--- config.mk ---
export PLATFORM = sky130hd
export DESIGN_NAME = tes_top
export DESIGN_NICKNAME = d
export VERILOG_FILES = /design/src/rtl/tes_blend.v /design/src/rtl/tes_curve.v /design/src/rtl/tes_top.v
export VERILOG_INCLUDE_DIRS = /design/src /design/src/rtl
export SDC_FILE = /design/constraint.sdc
export NUM_CORES = 1
export LEC_CHECK = 0
export BUFFER_PORTS_ARGS = -buffer_cell sky130_fd_sc_hd__buf_2
export CAP_MARGIN = 20
export CORE_ASPECT_RATIO = 1.75
export CORE_UTILIZATION = 65
export DETAILED_ROUTE_END_ITERATION = 12
export GPL_ROUTABILITY_DRIVEN = 0
export PLACE_DENSITY_LB_ADDON = 0.08
export SLEW_MARGIN = 20
export SYNTH_ARGS = -nofsm -noshare
export SYNTH_HDL_FRONTEND = slang
export SYNTH_SLANG_ARGS = --single-unit
--- constraint.sdc ---
create_clock -name clk_in -period 91.1 [get_ports clk_in]
set_clock_uncertainty 0.2 [all_clocks]
set_input_delay 9.11 -clock clk_in [delete_from_list [all_inputs] [get_ports clk_in]]
set_output_delay 9.11 -clock clk_in [all_outputs]
set_load 0.02 [all_outputs]
--- src/rtl/tes_defines.vh ---
`ifndef TES_DEFINES_VH
`define TES_DEFINES_VH

// Register indices; the byte address is four times the index.
`define TES_IDX_EDGE_LENGTH    14'h0511
`define TES_IDX_RESIDUAL_AMPL  14'h0512
`define TES_IDX_EDGE_TYPE      14'h0513
`define TES_IDX_EDGE_STYLE     14'h0514
`define TES_IDX_STATUS         14'h0518

// Edge length fields.
`define TES_LEN_DOUBLE_BIT     7
`define TES_LEN_COUNT_HI       4
`define TES_LEN_COUNT_LO       0
`define TES_LEN_WRITE_MASK     8'h9F

// Edge style fields (style configuration of each edge).
`define TES_STY_WRITE_MASK     8'h77

// Reset values.
`define TES_RST_EDGE_LENGTH    8'h08
`define TES_RST_RESIDUAL_AMPL  8'h00
`define TES_RST_EDGE_TYPE      8'h11
`define TES_RST_EDGE_STYLE     8'h00

// Edge shape codes.
`define TES_SHAPE_LIN1         4'h1
`define TES_SHAPE_LIN2         4'h2
`define TES_SHAPE_LIN3         4'h3
`define TES_SHAPE_LUT_FIXED    4'h4
`define TES_SHAPE_LUT_CORR     4'h5
`define TES_SHAPE_LUT_ADAPT    4'h6

// Amplitude codes.
`define TES_AMPL_FULL          8'hFF
`define TES_SUPPLY_NOMINAL     8'h80

// Lookup tables, nine points each, entry 0 in the low byte.
`define TES_LUT0 72'hFF_E0_C0_A0_80_60_40_20_00
`define TES_LUT1 72'hFF_D0_A0_78_50_30_18_08_00
`define TES_LUT2 72'hFF_F8_E8_D0_B0_88_60_30_00
`define TES_LUT3 72'hFF_F8_E0_B8_80_48_20_08_00

`endif

--- src/rtl/tes_blend.v ---
`timescale 1ns/1ps
`default_nettype none
module tes_blend (
	// Edge end points.
	input  wire [7:0] start_in,
	input  wire [7:0] end_in,
	// Shaped progress, 0 at start and 0xFF at end.
	input  wire [7:0] frac_in,
	// Mixed amplitude.
	output wire [7:0] ampl_out
);
	wire [8:0]  weight;
	wire [8:0]  inv_weight;
	wire [17:0] mix;

	// Full progress maps to a weight of 256 so the end level is reached exactly.
	assign weight     = (frac_in == 8'hFF) ? 9'h100 : {1'b0, frac_in};
	assign inv_weight = 9'h100 - weight;
	assign mix        = start_in * inv_weight + end_in * weight;
	assign ampl_out   = mix[15:8];
endmodule // tes_blend
`default_nettype wire

--- src/rtl/tes_curve.v ---
`timescale 1ns/1ps
`default_nettype none
`include "tes_defines.vh"
module tes_curve (
	// Linear progress through the edge.
	input  wire [7:0] prog_in,
	// Shape code and style configuration of this edge.
	input  wire [3:0] shape_in,
	input  wire [2:0] style_in,
	// Power-amplifier supply level.
	input  wire [7:0] pa_supply_voltage_in,
	// Shaped progress.
	output reg  [7:0] frac_out
);
	reg  [71:0]        lut;
	reg  [7:0]         y0;
	reg  [7:0]         y1;
	reg  [8:0]         knee;
	reg  [16:0]        seg;
	reg  [13:0]        step;
	reg  [7:0]         lut_s;
	reg  [15:0]        bowp;
	reg signed [8:0]   dev;
	reg signed [17:0]  bend;
	reg signed [17:0]  adj;
	wire [3:0]         idx;

	assign idx = {1'b0, prog_in[7:5]};

	// Curve selection; unknown codes fall back to one straight ramp.
	always @* begin
		lut   = `TES_LUT0;
		y0    = 8'h00;
		y1    = 8'h00;
		knee  = 9'h000;
		seg   = 17'h00000;
		step  = 14'h0000;
		lut_s = 8'h00;
		bowp  = 16'h0000;
		dev   = 9'sh000;
		bend  = 18'sh00000;
		adj   = 18'sh00000;
		frac_out = prog_in;
		case (style_in[1:0])
			2'h0: lut = `TES_LUT0;
			2'h1: lut = `TES_LUT1;
			2'h2: lut = `TES_LUT2;
			default: lut = `TES_LUT3;
		endcase
		y0    = lut[idx*8 +: 8];
		y1    = lut[(idx+4'h1)*8 +: 8];
		step  = (y1 - y0) * prog_in[4:0];
		lut_s = y0 + step[12:5];
		case (shape_in)
			`TES_SHAPE_LIN1: frac_out = prog_in;
			`TES_SHAPE_LIN2: begin
				// The time constant lifts the knee at mid edge.
				knee = 9'h080 + {2'b00, style_in, 4'h0};
				if (prog_in < 8'h80) begin
					seg = prog_in * knee;
					frac_out = seg[14:7];
				end else begin
					seg = {9'h000, knee[7:0]} + (((prog_in - 8'h80) * (9'h0FF - knee)) >> 7);
					frac_out = (seg > 17'h000FF) ? 8'hFF : seg[7:0];
				end
			end
			`TES_SHAPE_LIN3: begin
				// Quarter, half, quarter split so every slope divides by a power of two.
				knee = 9'h040 + {3'b000, style_in, 3'h0};
				if (prog_in < 8'h40) begin
					seg = prog_in * knee;
					frac_out = seg[13:6];
				end else if (prog_in < 8'hC0) begin
					seg = {9'h000, knee[7:0]} + (((prog_in - 8'h40) * (9'h0FF - (knee << 1))) >> 7);
					frac_out = seg[7:0];
				end else begin
					seg = {9'h000, 8'hFF - knee[7:0]} + (((prog_in - 8'hC0) * knee) >> 6);
					frac_out = (seg > 17'h000FF) ? 8'hFF : seg[7:0];
				end
			end
			`TES_SHAPE_LUT_FIXED: frac_out = lut_s;
			`TES_SHAPE_LUT_CORR, `TES_SHAPE_LUT_ADAPT: begin
				// A low supply lifts the middle of the curve, a high one lowers it.
				bowp = lut_s * (8'hFF - lut_s);
				dev  = $signed({1'b0, pa_supply_voltage_in}) - $signed({1'b0, `TES_SUPPLY_NOMINAL});
				bend = $signed({1'b0, bowp[15:8]}) * dev;
				adj  = $signed({10'h000, lut_s}) - (bend >>> 7);
				if (adj < 18'sh00000)
					frac_out = 8'h00;
				else if (adj > 18'sh000FF)
					frac_out = 8'hFF;
				else
					frac_out = adj[7:0];
			end
			default: frac_out = prog_in;
		endcase
		if (prog_in == 8'hFF)
			frac_out = 8'hFF;
	end
endmodule // tes_curve
`default_nettype wire

--- src/rtl/tes_top.v ---
// The address-and-strobe port is this design's own decision.
`timescale 1ns/1ps
`default_nettype none
`include "tes_defines.vh"
module tes_top (
	// Clock, reset and clock enable.
	input  wire        clk_in,
	input  wire        rst_n_in,
	input  wire        en_in,
	// Register port.
	input  wire [15:0] reg_addr_in,
	input  wire [7:0]  reg_wdata_in,
	input  wire        reg_write_in,
	input  wire        reg_read_in,
	output reg  [7:0]  reg_rdata_out,
	// Modulation request and supply level.
	input  wire        modulate_in,
	input  wire [7:0]  pa_supply_voltage_in,
	// Carrier amplitude towards the transmitter.
	output reg  [7:0]  carrier_ampl_out,
	output reg         edge_busy_out,
	output reg         edge_falling_out
);
	// Shaper states. One bit is enough: either an edge runs or the output rests on its target.
	localparam [0:0] ST_IDLE = 1'b0;
	localparam [0:0] ST_EDGE = 1'b1;

	// Configuration registers. They stay writable while an edge runs and are read live,
	// so a rewrite of the state count or the doubling bit mid-edge lengthens or cuts
	// the running edge; software that wants clean edges writes them between edges.
	reg  [7:0] edge_length_q;
	reg  [7:0] residual_ampl_q;
	reg  [7:0] edge_type_q;
	reg  [7:0] edge_style_q;

	// Shaper state. start_q and end_q are the two levels of the running edge, step_q the
	// state number from one up to the state count, hold_q marks the second cycle of a doubled state.
	reg        state_q;
	reg        state_d;
	reg        mod_q;
	reg        mod_d;
	reg  [7:0] start_q;
	reg  [7:0] start_d;
	reg  [7:0] end_q;
	reg  [7:0] end_d;
	reg  [4:0] step_q;
	reg  [4:0] step_d;
	reg        hold_q;
	reg        hold_d;
	reg  [7:0] ampl_d;
	reg        busy_d;
	reg        falling_d;

	// Register port decode.
	wire [13:0] reg_idx;
	wire        addr_ok;
	wire [7:0]  status_word;
	reg  [7:0]  rdata_d;

	// Edge arithmetic. All of it is combinational from registered values and the supply input, so the level of a
	// state is ready in the cycle the state number changes and shows on the carrier at the next edge.
	wire [4:0]  state_count;
	wire        double_time;
	wire [3:0]  shape_code;
	wire [2:0]  style_code;
	wire [7:0]  target_ampl;
	wire [12:0] prog_num;
	wire [12:0] prog_den;
	wire [12:0] prog_quot;
	wire [7:0]  prog;
	wire [7:0]  frac;
	wire [7:0]  blend_ampl;
	wire        last_hold;
	wire        keep_monotonic;
	reg  [7:0]  shaped_ampl;

	assign reg_idx = reg_addr_in[15:2];
	assign addr_ok = (reg_addr_in[1:0] == 2'b00);

	// Status word: busy, direction, applied modulation level and the current state number.
	// Software can poll it to see how far an edge has got; it is read-only.
	assign status_word = {edge_busy_out, edge_falling_out, mod_q, step_q};

	// Register writes. Reserved bits are masked so they always read back as zero, which is
	// cheaper than a separate read mask and keeps stray bits away from the shaper. Writes to
	// the status index or to unmapped or misaligned addresses are dropped. A write lands at
	// the edge that samples the strobe, so the shaper uses the new value one cycle later.
	// Each entry has its own strobe, decoded in one loop from the table of indices below.
	localparam [55:0] CFG_IDX = {`TES_IDX_EDGE_STYLE, `TES_IDX_EDGE_TYPE,
		`TES_IDX_RESIDUAL_AMPL, `TES_IDX_EDGE_LENGTH};
	wire [3:0] cfg_wr;
	genvar     g;

	generate
		for (g = 0; g < 4; g = g + 1) begin : g_cfg_wr
			assign cfg_wr[g] = en_in && reg_write_in && addr_ok && (reg_idx == CFG_IDX[g*14 +: 14]);
		end
	endgenerate

	// Edge length: bit 7 doubles every state, bits 4:0 count the states.
	always @(posedge clk_in or negedge rst_n_in) begin
		if (!rst_n_in)
			edge_length_q <= `TES_RST_EDGE_LENGTH;
		else if (cfg_wr[0])
			edge_length_q <= reg_wdata_in & `TES_LEN_WRITE_MASK;
	end

	// Residual level held while modulating.
	always @(posedge clk_in or negedge rst_n_in) begin
		if (!rst_n_in)
			residual_ampl_q <= `TES_RST_RESIDUAL_AMPL;
		else if (cfg_wr[1])
			residual_ampl_q <= reg_wdata_in;
	end

	// Shape codes, falling edge in the upper nibble and rising edge in the lower one.
	always @(posedge clk_in or negedge rst_n_in) begin
		if (!rst_n_in)
			edge_type_q <= `TES_RST_EDGE_TYPE;
		else if (cfg_wr[2])
			edge_type_q <= reg_wdata_in;
	end

	// Style configuration of each edge: time constant or table number.
	always @(posedge clk_in or negedge rst_n_in) begin
		if (!rst_n_in)
			edge_style_q <= `TES_RST_EDGE_STYLE;
		else if (cfg_wr[3])
			edge_style_q <= reg_wdata_in & `TES_STY_WRITE_MASK;
	end

	// Read mux. Unmapped or misaligned addresses read as zero, and so does every cycle
	// without a read strobe, which lets the answer be told apart from idle bus time.
	always @* begin
		rdata_d = 8'h00;
		if (reg_read_in && addr_ok) begin
			case (reg_idx)
				`TES_IDX_EDGE_LENGTH:   rdata_d = edge_length_q;
				`TES_IDX_RESIDUAL_AMPL: rdata_d = residual_ampl_q;
				`TES_IDX_EDGE_TYPE:     rdata_d = edge_type_q;
				`TES_IDX_EDGE_STYLE:    rdata_d = edge_style_q;
				`TES_IDX_STATUS:        rdata_d = status_word;
				default:                rdata_d = 8'h00;
			endcase
		end
	end

	// Read data stands for exactly the cycle after the strobe. Outside a read the register
	// is cleared, so a stale value is never taken for an answer; with the clock enable low
	// the answer is held together with everything else.
	always @(posedge clk_in or negedge rst_n_in) begin
		if (!rst_n_in)
			reg_rdata_out <= 8'h00;
		else if (en_in)
			reg_rdata_out <= rdata_d;
	end

	// Field extraction for the running edge. The direction flag picks the nibbles, so
	// the rising and the falling edge can use different shapes and tables.
	assign state_count = edge_length_q[`TES_LEN_COUNT_HI:`TES_LEN_COUNT_LO];
	assign double_time = edge_length_q[`TES_LEN_DOUBLE_BIT];
	// The falling edge takes the upper nibbles, the rising edge the lower ones.
	assign shape_code  = edge_falling_out ? edge_type_q[7:4] : edge_type_q[3:0];
	assign style_code  = edge_falling_out ? edge_style_q[6:4] : edge_style_q[2:0];
	// The register code maps straight onto the amplitude scale, so no multiply is needed.
	assign target_ampl = mod_q ? residual_ampl_q : `TES_AMPL_FULL;

	// Linear progress of the current state; the last state always reaches 0xFF.
	// The divide is combinational: a 13 by 5 bit divide fits one carrier cycle easily
	// and saves a per-count table. It still sees a zero count between edges or after a
	// mid-edge rewrite of the count, so the guard keeps the divider away from a zero divisor.
	assign prog_num  = step_q * 8'hFF;
	assign prog_den  = {8'h00, state_count};
	assign prog_quot = (state_count == 5'h00) ? 13'h00FF : prog_num / prog_den;
	assign prog      = (prog_quot > 13'h00FF) ? 8'hFF : prog_quot[7:0];

	// Shaping: maps linear progress onto the chosen curve, segmented or from a table,
	// with the supply adaptation applied for the adapted table codes.
	tes_curve u_curve (
		.prog_in              (prog),
		.shape_in             (shape_code),
		.style_in             (style_code),
		.pa_supply_voltage_in (pa_supply_voltage_in),
		.frac_out             (frac)
	);

	// Mixing: places the shaped progress between the two levels of the edge, so one
	// curve serves both directions and any pair of levels.
	tes_blend u_blend (
		.start_in (start_q),
		.end_in   (end_q),
		.frac_in  (frac),
		.ampl_out (blend_ampl)
	);

	// The correction step never lets the amplitude move back against the edge,
	// which hides supply bending that would otherwise overshoot near the ends.
	assign keep_monotonic = (shape_code == `TES_SHAPE_LUT_CORR);

	always @* begin
		shaped_ampl = blend_ampl;
		if (keep_monotonic) begin
			if (edge_falling_out && (blend_ampl > carrier_ampl_out))
				shaped_ampl = carrier_ampl_out;
			else if (!edge_falling_out && (blend_ampl < carrier_ampl_out))
				shaped_ampl = carrier_ampl_out;
		end
	end

	// With doubling each state is held for a second carrier cycle; the hold flag
	// alternates, so the state number only advances on every other cycle.
	assign last_hold = !double_time || hold_q;

	// Edge sequencer.
	// A change of the modulation request is taken at the clock edge that sees it and
	// restarts the shaper from the level the carrier has at that moment, even mid-edge,
	// so a short pulse never makes the carrier jump. busy rises at that same edge and the
	// carrier keeps its level for one more cycle while state 1 is being computed.
	// Walk with two states, no doubling, falling from full carrier to zero:
	//   edge 1: the request is seen; busy and the direction are set, step is 1.
	//   edge 2: the carrier takes the level of state 1, about half way; step becomes 2.
	//   edge 3: the carrier reaches the residual level exactly and busy falls.
	// With doubling each level is shown for two cycles, so busy lasts twice as long.
	// With a state count of zero there is no edge at all: the carrier jumps to its target
	// one cycle after the request and busy never rises.
	// Between edges the carrier follows the programmed target live, so a new residual
	// level written while modulating shows at once; software can trim the level that way
	// without toggling the request, at the price of an unshaped step in the carrier.
	always @* begin
		state_d   = state_q;
		mod_d     = mod_q;
		start_d   = start_q;
		end_d     = end_q;
		step_d    = step_q;
		hold_d    = hold_q;
		ampl_d    = carrier_ampl_out;
		busy_d    = edge_busy_out;
		falling_d = edge_falling_out;
		if (modulate_in != mod_q) begin
			// A new request restarts from the level reached, even mid-edge.
			mod_d     = modulate_in;
			start_d   = carrier_ampl_out;
			end_d     = modulate_in ? residual_ampl_q : `TES_AMPL_FULL;
			falling_d = modulate_in;
			step_d    = 5'h01;
			hold_d    = 1'b0;
			if (state_count == 5'h00) begin
				// With no transition states the level jumps at once.
				state_d = ST_IDLE;
				busy_d  = 1'b0;
				ampl_d  = modulate_in ? residual_ampl_q : `TES_AMPL_FULL;
			end else begin
				// State 1 is computed from the captured start level during the next cycle.
				state_d = ST_EDGE;
				busy_d  = 1'b1;
			end
		end else begin
			case (state_q)
				ST_IDLE: begin
					// Between edges the output follows the programmed level.
					ampl_d = target_ampl;
					busy_d = 1'b0;
				end
				ST_EDGE: begin
					// The level of the current state is shown, then the sequencer moves on.
					ampl_d = shaped_ampl;
					if (!last_hold) begin
						hold_d = 1'b1;
					end else begin
						hold_d = 1'b0;
						// A live count lowered below the step ends the edge here.
						if (step_q >= state_count) begin
							state_d = ST_IDLE;
							busy_d  = 1'b0;
						end else begin
							step_d = step_q + 5'h01;
						end
					end
				end
				default: begin
					state_d = ST_IDLE;
					busy_d  = 1'b0;
				end
			endcase
		end
	end

	// Shaper registers; everything stands still while the clock enable is low.
	// Reset leaves full carrier on the output, the safe level for a reader that has
	// not yet been configured, and no edge pending.
	always @(posedge clk_in or negedge rst_n_in) begin
		if (!rst_n_in) begin
			state_q          <= ST_IDLE;
			mod_q            <= 1'b0;
			start_q          <= `TES_AMPL_FULL;
			end_q            <= `TES_AMPL_FULL;
			step_q           <= 5'h00;
			hold_q           <= 1'b0;
			carrier_ampl_out <= `TES_AMPL_FULL;
			edge_busy_out    <= 1'b0;
			edge_falling_out <= 1'b0;
		end else if (en_in) begin
			state_q          <= state_d;
			mod_q            <= mod_d;
			start_q          <= start_d;
			end_q            <= end_d;
			step_q           <= step_d;
			hold_q           <= hold_d;
			carrier_ampl_out <= ampl_d;
			edge_busy_out    <= busy_d;
			edge_falling_out <= falling_d;
		end
	end
endmodule // tes_top
`default_nettype wire

# --- Word level (Yosys, flattened, before mapping) ---
# Index checks and enable logic that the tools add are counted.
classes:
  multipliers: 11
  n_bitwise: 1
  div_mod_pow: 1
  reduce_logical: 23
  add_sub_neg: 20
  mux: 41
  n_shift: 2
  magnitude_cmp: 11
  eq_ne: 21
ops:
  columns: ["cell", "count"]
  rows:
  - ["one-hot mux 62 bit (3 select lines)", 1]
  - ["two-way mux 8 bit", 17]
  - ["indexed part select 72 x 33 -> 8 bit", 1]
  - ["indexed part select 72 x 7 -> 8 bit", 1]
  - ["equality test 14 x 11 -> 1 bit, second input constant", 5]
  - ["one-hot mux 8 bit (5 select lines)", 1]
  - ["> comparator 17 x 8 -> 1 bit, second input constant", 2]
  - ["multiplier 8 x 9 -> 16 bit", 2]
  - ["one-hot mux 8 bit (4 select lines)", 1]
  - ["subtractor 8 x 8 -> 9 bit, second input constant", 3]
  - ["two-way mux 5 bit", 4]
  - ["> comparator 18 x 9 -> 1 bit, second input constant", 1]
  - ["less-than comparator 18 x 1 -> 1 bit, second input constant", 1]
  - ["multiplier 9 x 9 -> 18 bit", 1]
  - ["multiplier 17 x 17 -> 15 bit", 1]
  - ["multiplier 17 x 17 -> 17 bit", 1]
  - ["multiplier 17 x 9 -> 17 bit", 1]
  - ["adder 16 bit", 1]
  - ["adder 8 bit", 2]
  - ["equality test 8 bit, second input constant", 2]
  - ["less-than comparator 8 bit, second input constant", 2]
  - ["multiplier 8 x 16 -> 16 bit", 1]
  - ["one-hot mux 8 bit (2 select lines)", 1]
  - ["multiplier 8 x 9 -> 15 bit", 1]
  - ["other kinds (48)", 77]
word_totals:
  reg_bits: 69
  out_inout_bits: 18
  wordCells: 144

# --- Longest topological paths before layout ---
# Gate-level depths: netlist of run 1.
depth:
  ltp_word: 31
  mapped_depth: 259

# --- Modules after synthesis ---
# From an unflattened synthesis of run 1, not the netlist that was laid out.
unflattened:
  hier_cells: 3036
  area_unflattened_um2: 25781.0
by_module_without_submodules:
  columns: ["mod", "instances", "cells_per_inst", "area_each_um2", "seq_area_each_um2"]
  rows:
  - ["tes_curve", 1, 1611, 13345.3, 0.0]
  - ["tes_top", 1, 883, 7643.6, 1760.4]
  - ["tes_blend", 1, 542, 4792.1, 0.0]

# --- Worst setup path before layout of run 1 ---
# Ideal clock, no wire load.
synth_timing:
  path_kind: "reg2reg"
  start: "reg step_q[2]"
  end: "reg carrier_ampl_out[1]"
  path_buffers: 12
  synth_period_minus_slack_ps: 49266
  arrival_time_ps: 48985
  setup_slack_ps: 41834
  setup_time_ps: 80
  t_required_ps: 90820
  path_stages_with_launch: 236
  path_cell_list: "dfrtp_1 > fa_1 > fa_1 > fa_1 > ha_1 > nand4_1 > or4_1 > nand3_1 > xnor2_1 > ha_1 > nand2_1 > nand4_1 > nor2b_1 > a221o_1 > inv_2 > ha_1 > o21a_1 > o21ai_0 > [... 200 more ...] > ha_1 > nor3_1 > o21ai_0 > o32ai_1 > a311oi_1 > a41o_1 > o311a_1 > or3_1 > and2_1 > ha_1 > a21o_1 > a21oi_1 > nor4b_1 > a31oi_1 > o311ai_1 > clkbuf_1 > nand2_1 > o21ai_0"
synth_via:
  elab_chain_cells: 29
synth_rtl:
  columns: ["item", "line_no", "text"]
  rows:
  - ["from (decl)", "tes_top.v:46", "reg [4:0] step_q;"]
  - ["from (signal assigned)", "tes_top.v:307", "step_q <= step_d;"]
  - ["multiplier 5 x 8 -> 13 bit (*)", "tes_top.v:172", "assign prog_num = step_q * 8'hFF;"]
  - ["divider 13 x 5 -> 13 bit (*)", "tes_top.v:174", "assign prog_quot = (state_count == 5'h00) ? 13'h00FF : prog_num / prog_den;"]
  - ["two-way mux 13 bit (*)", "tes_top.v:174", null]
  - ["> comparator 13 x 8 -> 1 bit", "tes_top.v:175", "assign prog = (prog_quot > 13'h00FF) ? 8'hFF : prog_quot[7:0];"]
  - ["two-way mux 8 bit (*)", "tes_top.v:175", null]
  - ["adder 3 x 1 -> 4 bit", "tes_curve.v:51", "y1 = lut[(idx+4'h1)*8 +: 8];"]
  - ["indexed part select 72 x 33 -> 8 bit", "tes_curve.v:51", null]
  - ["subtractor 8 x 8 -> 9 bit", "tes_curve.v:52", "step = (y1 - y0) * prog_in[4:0];"]
  - ["[... 9 more ...]", null, null]
  - ["one-hot mux 8 bit (4 select lines)", "tes_curve.v:54", "case (shape_in)"]
  - ["two-way mux 8 bit (*)", "tes_curve.v:97", "if (prog_in == 8'hFF)"]
  - ["equality test 8 bit", "tes_blend.v:17", "assign weight = (frac_in == 8'hFF) ? 9'h100 : {1'b0, frac_in};"]
  - ["two-way mux 9 bit (*)", "tes_blend.v:17", null]
  - ["subtractor 9 bit", "tes_blend.v:18", "assign inv_weight = 9'h100 - weight;"]
  - ["multiplier 8 x 9 -> 16 bit", "tes_blend.v:19", "assign mix = start_in * inv_weight + end_in * weight;"]
  - ["adder 16 bit (*)", "tes_blend.v:19", null]
  - ["parallel branches: the longest is 5 deep, another holds less-than comparator 8 bit", null, null]
  - ["to (signal assigned)", "tes_top.v:299", "carrier_ampl_out <= `TES_AMPL_FULL;"]
  - ["to (signal assigned)", "tes_top.v:309", "carrier_ampl_out <= ampl_d;"]
  - ["to (decl)", "tes_top.v:20", "output reg [7:0] carrier_ampl_out,"]
# Every way passes the cells marked *. The select of a mux whose other input is x is not followed.
# A chain may end at the register's enable or synchronous reset.

# --- Worst setup path after layout of run 1 ---
layout_timing:
  start: "reg step_q[2]"
  end: "reg carrier_ampl_out[7]"
# The elaborated chain is that of the path after synthesis.

==> results of run 1 <==
-- per-stage QoR --
| stage | cells | util, % | instance area, µm² |
|---|---|---|---|
| after CTS | 3752 | 68.9 | 27700 |
| after global routing | 3753 | 69.0 | 27700 |
| after detailed placement | 3736 | 68.2 | 27400 |
| after floorplan | 3199 | - | 26600 |
| after global placement | 3736 | 68.2 | 27400 |
| final | 3753 | 69.0 | 27700 |
-- per-layer routing --
layer  vias up  part of all wire (%)  wire length (µm)  GRT usage [%]
li1      10600                     -                 -              -
met1     11000                    37             25400           35.8
met2       655                    53             37100           65.1
met3       252                   3.5              2440           2.49
met4         2                   6.5              4520           20.2
met5         -                 0.019                13              0
-- placed cells by master (no fill, tap or decap), drive strengths merged, types with 18 or more instances in the layout --
| master | n |
|---|---|
| dfstp | 27 |
| ha | 450 |
| nor3 | 50 |
| dfrtp | 42 |
| fa | 306 |
| nor2b | 35 |
| nand2b | 45 |
| a21o | 40 |
| o211ai | 22 |
| mux2 | 43 |
| nor2 | 275 |
| inv | 572 |
| xor2 | 39 |
| and3 | 20 |
| a21oi | 137 |
| mux2i | 18 |
| nand3 | 30 |
| and2 | 129 |
| o21ai | 110 |
| o21a | 36 |
| a211oi | 23 |
| nand2 | 251 |
| xnor2 | 127 |
| or2 | 24 |
| buf | 76 |
-- final timing paths --
check                                     from             endpoint  slack (ns)  cells past startpoint
max                                  step_q[2]  carrier_ampl_out[7]       34.74                    224
min                        carrier_ampl_out[6]  carrier_ampl_out[6]        0.28                      2
max reg2reg                          step_q[2]  carrier_ampl_out[7]       34.74                    224
min reg2reg                carrier_ampl_out[6]  carrier_ampl_out[6]        0.28                      2
max in group asynchronous             rst_n_in   residual_ampl_q[2]       81.38                      2
min in group asynchronous             rst_n_in     reg_rdata_out[3]        8.76                      2
-- state kept, by name, summed over array words and instances, names as in the netlist --
name / flops
carrier_ampl_out: 8
edge_busy_out: 1
edge_length_q: 6
edge_style_q: 6
edge_type_q: 8
end_q: 8
hold_q: 1
mod_q: 1
reg_rdata_out: 8
residual_ampl_q: 8
start_q: 8
state_q: 1
step_q: 5
-- worst register-to-register path, delay by kind of cell, from the launching register on --
| kind | cells | cell delay, ns |
|---|---|---|
| and+or+nand+nor | 70 | 13.49 |
| adders and majority gates | 41 | 15.99 |
| DFF | 1 | 0.51 |
| buffers and inverters | 17 | 1.65 |
| muxes | 3 | 0.92 |
| AOI/OAI and AO/OA | 86 | 21.61 |
| xor gates and xnor gates | 7 | 1.93 |
-- kinds of logic (layout without fill, tap and decap cells) --
logic type / Yosys count / in the layout / synth area share (%)
xor+xnor: 166 / 166 / 5.53
buf+inv: 659 / 668 / 9.42
other cells: 0 / 1 / 0
simple gates: 939 / 939 / 17.2
compound gates: 548 / 548 / 14.4
flops: 69 / 69 / 6.61
mux: 61 / 61 / 2.56
fa+ha+maj: 757 / 757 / 44.2
-- final cells by class --
cell class | instances | area share (%)
multi-input combinational | 2471 | 80.7
inverter | 576 | 7.81
sequential | 69 | 6.36
tap | 544 | 2.46
timing repair buffer | 76 | 1.56
clock buffer | 12 | 0.890
clock inverter | 4 | 0.172
antenna | 1 | 0.00903
-- cells in the mapped netlist (all sizes together) (6+ instances only) --
cell type and number:
a211oi 23, a21boi 7, a21o 40, a21oi 137, a221oi 10, a31oi 16, and2 129, and3 20
buf 22, clkbuf 61, dfrtp 42, dfstp 27, fa 306, ha 450, inv 572, mux2 43
mux2i 18, nand2 251, nand2b 45, nand3 30, nand4 13, nor2 275, nor2b 35, nor3 50
nor3b 7, nor4 11, nor4b 6, o2111ai 11, o211a 6, o211ai 22, o21a 36, o21ai 110
o21bai 15, o221ai 10, o22ai 12, o31ai 16, or2 24, or3 15, or4 9, xnor2 127
xor2 39
==> flow_metrics.py, run 1 <==
metrics = {
    "route": {
        "routedWlPerCell_um": 18.5,
        "drc": 0,
        "firstDrtPassIters": 7,
        "via_count": 22500,
        "drt_iter0_markers": 1201,
        "wirelength_mm": 69.5,
        "final_antenna_net_count": 0,
        "avgViaCountPerCell": 6.00,
    },
    "yosys": {
        "ys_seq_area_share_pct": 6.61,
        "ys_types": 112,
        "synth_area_leader_cell": "fa_1",
        "ys.warnings.count": 0,
        "syn_nets": 3993,
        "synth_top_cell_area_share_pct": 23.0,
        "synth_area_um2": 26600,
        "synth_area_leaders": "fa_1 (23%), ha_1 (21%), inv_1 (8.0%), xnor2_1 (4.2%), dfrtp_1 (3.9%)",
        "syn_area_per_cell_um2": 8.32,
        "async_flop_share_pct": 100,
        "synth_edf_count": 0,
        "synth-main-ff-cell": "dfrtp_1",
        "synth_seq_cells": 69,
        "synthCells": 3199,
    },
    "sta": {
        "drv_slew": 0,
        "slew_headroom_pct": 28.0,
        "finalCriticalPeriod_ns": 56.36,
        "fin_crit_sh_pct": 61.9,
        "rsz0062_at_grt": "no",
        "hold-worst-slack_ns": 0.284,
        "fmax_mhz": 17.7,
        "setup_ws_ns": 34.74,
        "worst_pin_slew_ns": 1.07,
        "finalSetupTns_ns": 0,
        "hold_violations": 0,
        "setup_viol": 0,
    },
    "grt": {
        "grt_pass1_wl_mm": 114,
        "grt_pass1_vias": 23900,
        "grt_max_degree": 70,
        "grt_remaining_overflow": 0,
        "grt_use_total_pct": 34.1,
        "antenna_found_initial": 2,
    },
    "clock_network": {
        "htreeDepth": 3,
        "cts_made_buffers": 9,
        "cts.clk_slew.worst_paths_ns": 0.06,
        "insertion_delay_ns": 0.33,
        "cts.sinks": 69,
        "cts_resized": 0,
        "hold_buffers": 0,
        "post_cts_buffers": 0,
        "cts_tree": "yes",
        "root_buffer": "clkbuf_16",
        "cts.path.max_buffers": 2,
    },
    "hold_path": {
        "min_path_type": "flip-flop to flip-flop",
    },
    "layout": {
        "fill_cells": 3312,
        "multi_input_area_um2": 22400,
        "fin_nets": 3997,
        "drive_gt1_share_pct": 6.98,
        "seq_area_um2": 1760,
        "area_growth_syn_to_layout_pct": 4.05,
    },
    "setup_path": {
        "crit_path_end_kind": "flip-flop",
        "arrival_ns": 56.40,
        "cp_top_family": "compound AO/OA/AOI/OAI gates",
        "cp.required_ns": 91.15,
        "cp_num_buf_inv": 17,
        "crit_type": "flip-flop to flip-flop",
        "slowest_stage": "o311ai_2",
        "cpMostUsedCell": "ha_1",
        "cp-start-kind": "flip-flop",
        "cp_max_fo": 18,
        "slowest_delay_ns": 0.91,
    },
    "floorplan": {
        "die_area_um2": 41800,
        "initial_core_util_pct": 66.3,
        "fp.dieW_um": 155,
        "die_y_um": 270,
        "rows": 97,
        "ioPinCount": 56,
        "core-area_um2": 40200,
    },
    "outcome": {
        "status": "finished, final reports clean",
    },
    "place": {
        "dpl.hpwl_mm": 58.3,
        "place.port_buffers": 55,
        "pre_cts_ws_ns": 35.19,
    },
    "flow_run": {
        "maxCapViolCount": 0,
    },
}
Power of run 1 is left out: the tool's default activity adds up to more than one toggle a clock period on the data nets, which glitch-free logic cannot reach.
==> run 2, diff against run 1 <==
- clock period: 91.1 -> 54.9 ns (I/O delays scaled with it)
==> run 2 against run 1 <==
  * Cell count is 0.40% higher
  * Via count increased by 0.56%
  * Critical path depth grew 6
  * Fmax rose by 8.8%
  * Sequential share of layout area decreased by 0.081 points
  * First-iteration DRC count rose by 5.7%
  * Highest routed layer is now met4
==> flow_metrics.py, run 2 (synthesis gave the netlist of run 1 again) <==
metrics = {
    "outcome": {
        "status": "finished, final reports clean",
    },
    "setup_path": {
        "timing.rr.start": "step_q[2]",
        "cp-start-kind": "flip-flop",
        "crit_type": "flip-flop to flip-flop",
        "slowest_stage": "fa_2",
        "rr_endpoint": "carrier_ampl_out[7]",
        "startpoint": "step_q[2]",
        "r2r_cells": 230,
        "r2r_slack_ns": 3.12,
        "arrival_ns": 51.85,
        "crit_path_end_kind": "flip-flop",
        "cpMostUsedCell": "ha_1",
        "cp_max_fo": 17,
        "slowest_delay_ns": 0.66,
        "crit_path_end": "carrier_ampl_out[7]",
        "cp.required_ns": 54.97,
    },
    "floorplan": {
        "rows": 97,
        "ioPinCount": 56,
        "initial_core_util_pct": 66.3,
        "die_y_um": 270,
        "die_area_um2": 41800,
        "core-area_um2": 40200,
        "fp.dieW_um": 155,
    },
    "route": {
        "avgViaCountPerCell": 6.01,
        "drc": 0,
        "drt_iter0_markers": 1269,
        "wirelength_mm": 69.6,
        "wl_met2_mm": 37.6,
        "final_antenna_net_count": 0,
        "top_layer": "met4",
        "wl_met3_mm": 2.60,
        "routedWlPerCell_um": 18.5,
        "wl_met1_mm": 25.3,
        "firstDrtPassIters": 6,
        "via_count": 22700,
    },
    "sta": {
        "setup_viol": 0,
        "finalCriticalPeriod_ns": 51.78,
        "fin_crit_sh_pct": 94.3,
        "fmax_mhz": 19.3,
        "slew_headroom_pct": 31.0,
        "worst_pin_slew_ns": 1.03,
        "hold-worst-slack_ns": 0.295,
        "hold_violations": 0,
        "drv_slew": 0,
    },
    "grt": {
        "grt_pass1_wl_mm": 115,
        "grt_use_total_pct": 34.0,
        "grt_pass1_vias": 24100,
        "antenna_found_initial": 0,
        "grt_max_degree": 70,
        "grt_remaining_overflow": 0,
    },
    "layout": {
        "area_growth_syn_to_layout_pct": 5.61,
        "fin_nets": 4013,
        "fill_cells": 3252,
        "seq_area_um2": 1760,
        "layout.cells.non_filler": 3768,
        "multi_input_area_um2": 22600,
        "drive_gt1_share_pct": 9.03,
        "design_area_um2": 28100,
        "diodes": 0,
        "mostFrequentLayoutCells": "inv_1 (566), ha_1 (450), fa_1 (305), nor2_1 (270), nand2_1 (248)",
        "final_common_cell": "inv_1",
    },
    "clock_network": {
        "cts.path.max_buffers": 2,
        "cts.sinks": 69,
        "cts_made_buffers": 9,
        "cts.clk_slew.worst_paths_ns": 0.06,
        "cts_tree": "yes",
        "htreeDepth": 3,
        "insertion_delay_ns": 0.33,
        "root_buffer": "clkbuf_16",
        "hold_buffers": 0,
    },
    "place": {
        "dpl.hpwl_mm": 57.8,
        "dp_cells": 3738,
        "place.port_buffers": 55,
        "dpl_cell_area_um2": 27400,
    },
    "hold_path": {
        "min_path_type": "flip-flop to flip-flop",
    },
    "flow_run": {
        "maxCapViolCount": 0,
    },
}
==> run 2: cell types whose count changed in the layout (fill, tap and decap cells not counted), moves of 4 or more <==
cell	before	now
buf_4	21	36
a21oi_1	136	129
a21oi_2	0	6
nor2_1	275	270
o21ai_0	100	95
o21ai_2	0	4
==> run 2: cell type report <==
class                      instances  share of cell area [%]
clock buffer                      12                   0.988
clock inverter                     4                   0.102
inverter                         576                    7.71
multi-input combinational       2471                    80.5
sequential                        69                    6.27
tap                              544                    2.42
timing repair buffer              92                    2.01
==> run 2: timing repair <==
item                       4_1_cts  5_1_grt
buffers inserted                 1       13
pin swaps                        2        7
setup endpoints to repair        8        8
gates resized for setup          3       64
==> run 2: per-layer routing <==
metal / vias to the layer above / track usage, %
li1: 10600 / -
met4: 0 / 19.2
met1: 11100 / 35.9
met5: - / 0
met3: 266 / 2.54
met2: 706 / 65.0
==> run 2: through the flow <==
| stage | setup WS, ns | setup TNS [ns] | utilization [%] |
|---|---|---|---|
| 2_1_floorplan | 5.63 | 0 | - |
| 3_3_place_gp | 1.25 | 0 | 68.2 |
| 3_5_place_dp | -0.598 | -4.21 | 68.2 |
| 4_1_cts | 0.00941 | 0 | 69.1 |
| 5_1_grt | -0.142 | -0.864 | 70.0 |
| 6_report | 3.12 | 0 | 70.0 |
==> run 2: critical path: cells and delay by family, from the launching register on <==
kind            cells  cell delay, ns
buf+inv            24            2.33
mux                 4            1.27
fa+ha+maj          41           16.02
xor+xnor            7            1.18
simple gates       68           12.24
compound gates     86           17.90
flops               1            0.49
==> run 2: worst min path at each step <==
stage                        start                   to  slack [ns]  depth (start not counted)
2_1_floorplan               hold_q               hold_q        0.27                          1
3_3_place_gp   carrier_ampl_out[6]  carrier_ampl_out[6]        0.27                          2
3_5_place_dp   carrier_ampl_out[1]  carrier_ampl_out[1]        0.28                          2
4_1_cts        carrier_ampl_out[6]  carrier_ampl_out[6]        0.29                          2
5_1_grt        carrier_ampl_out[6]  carrier_ampl_out[6]        0.31                          2
6_report       carrier_ampl_out[2]  carrier_ampl_out[2]        0.30                          2
Power of run 2 is left out for the same reason.
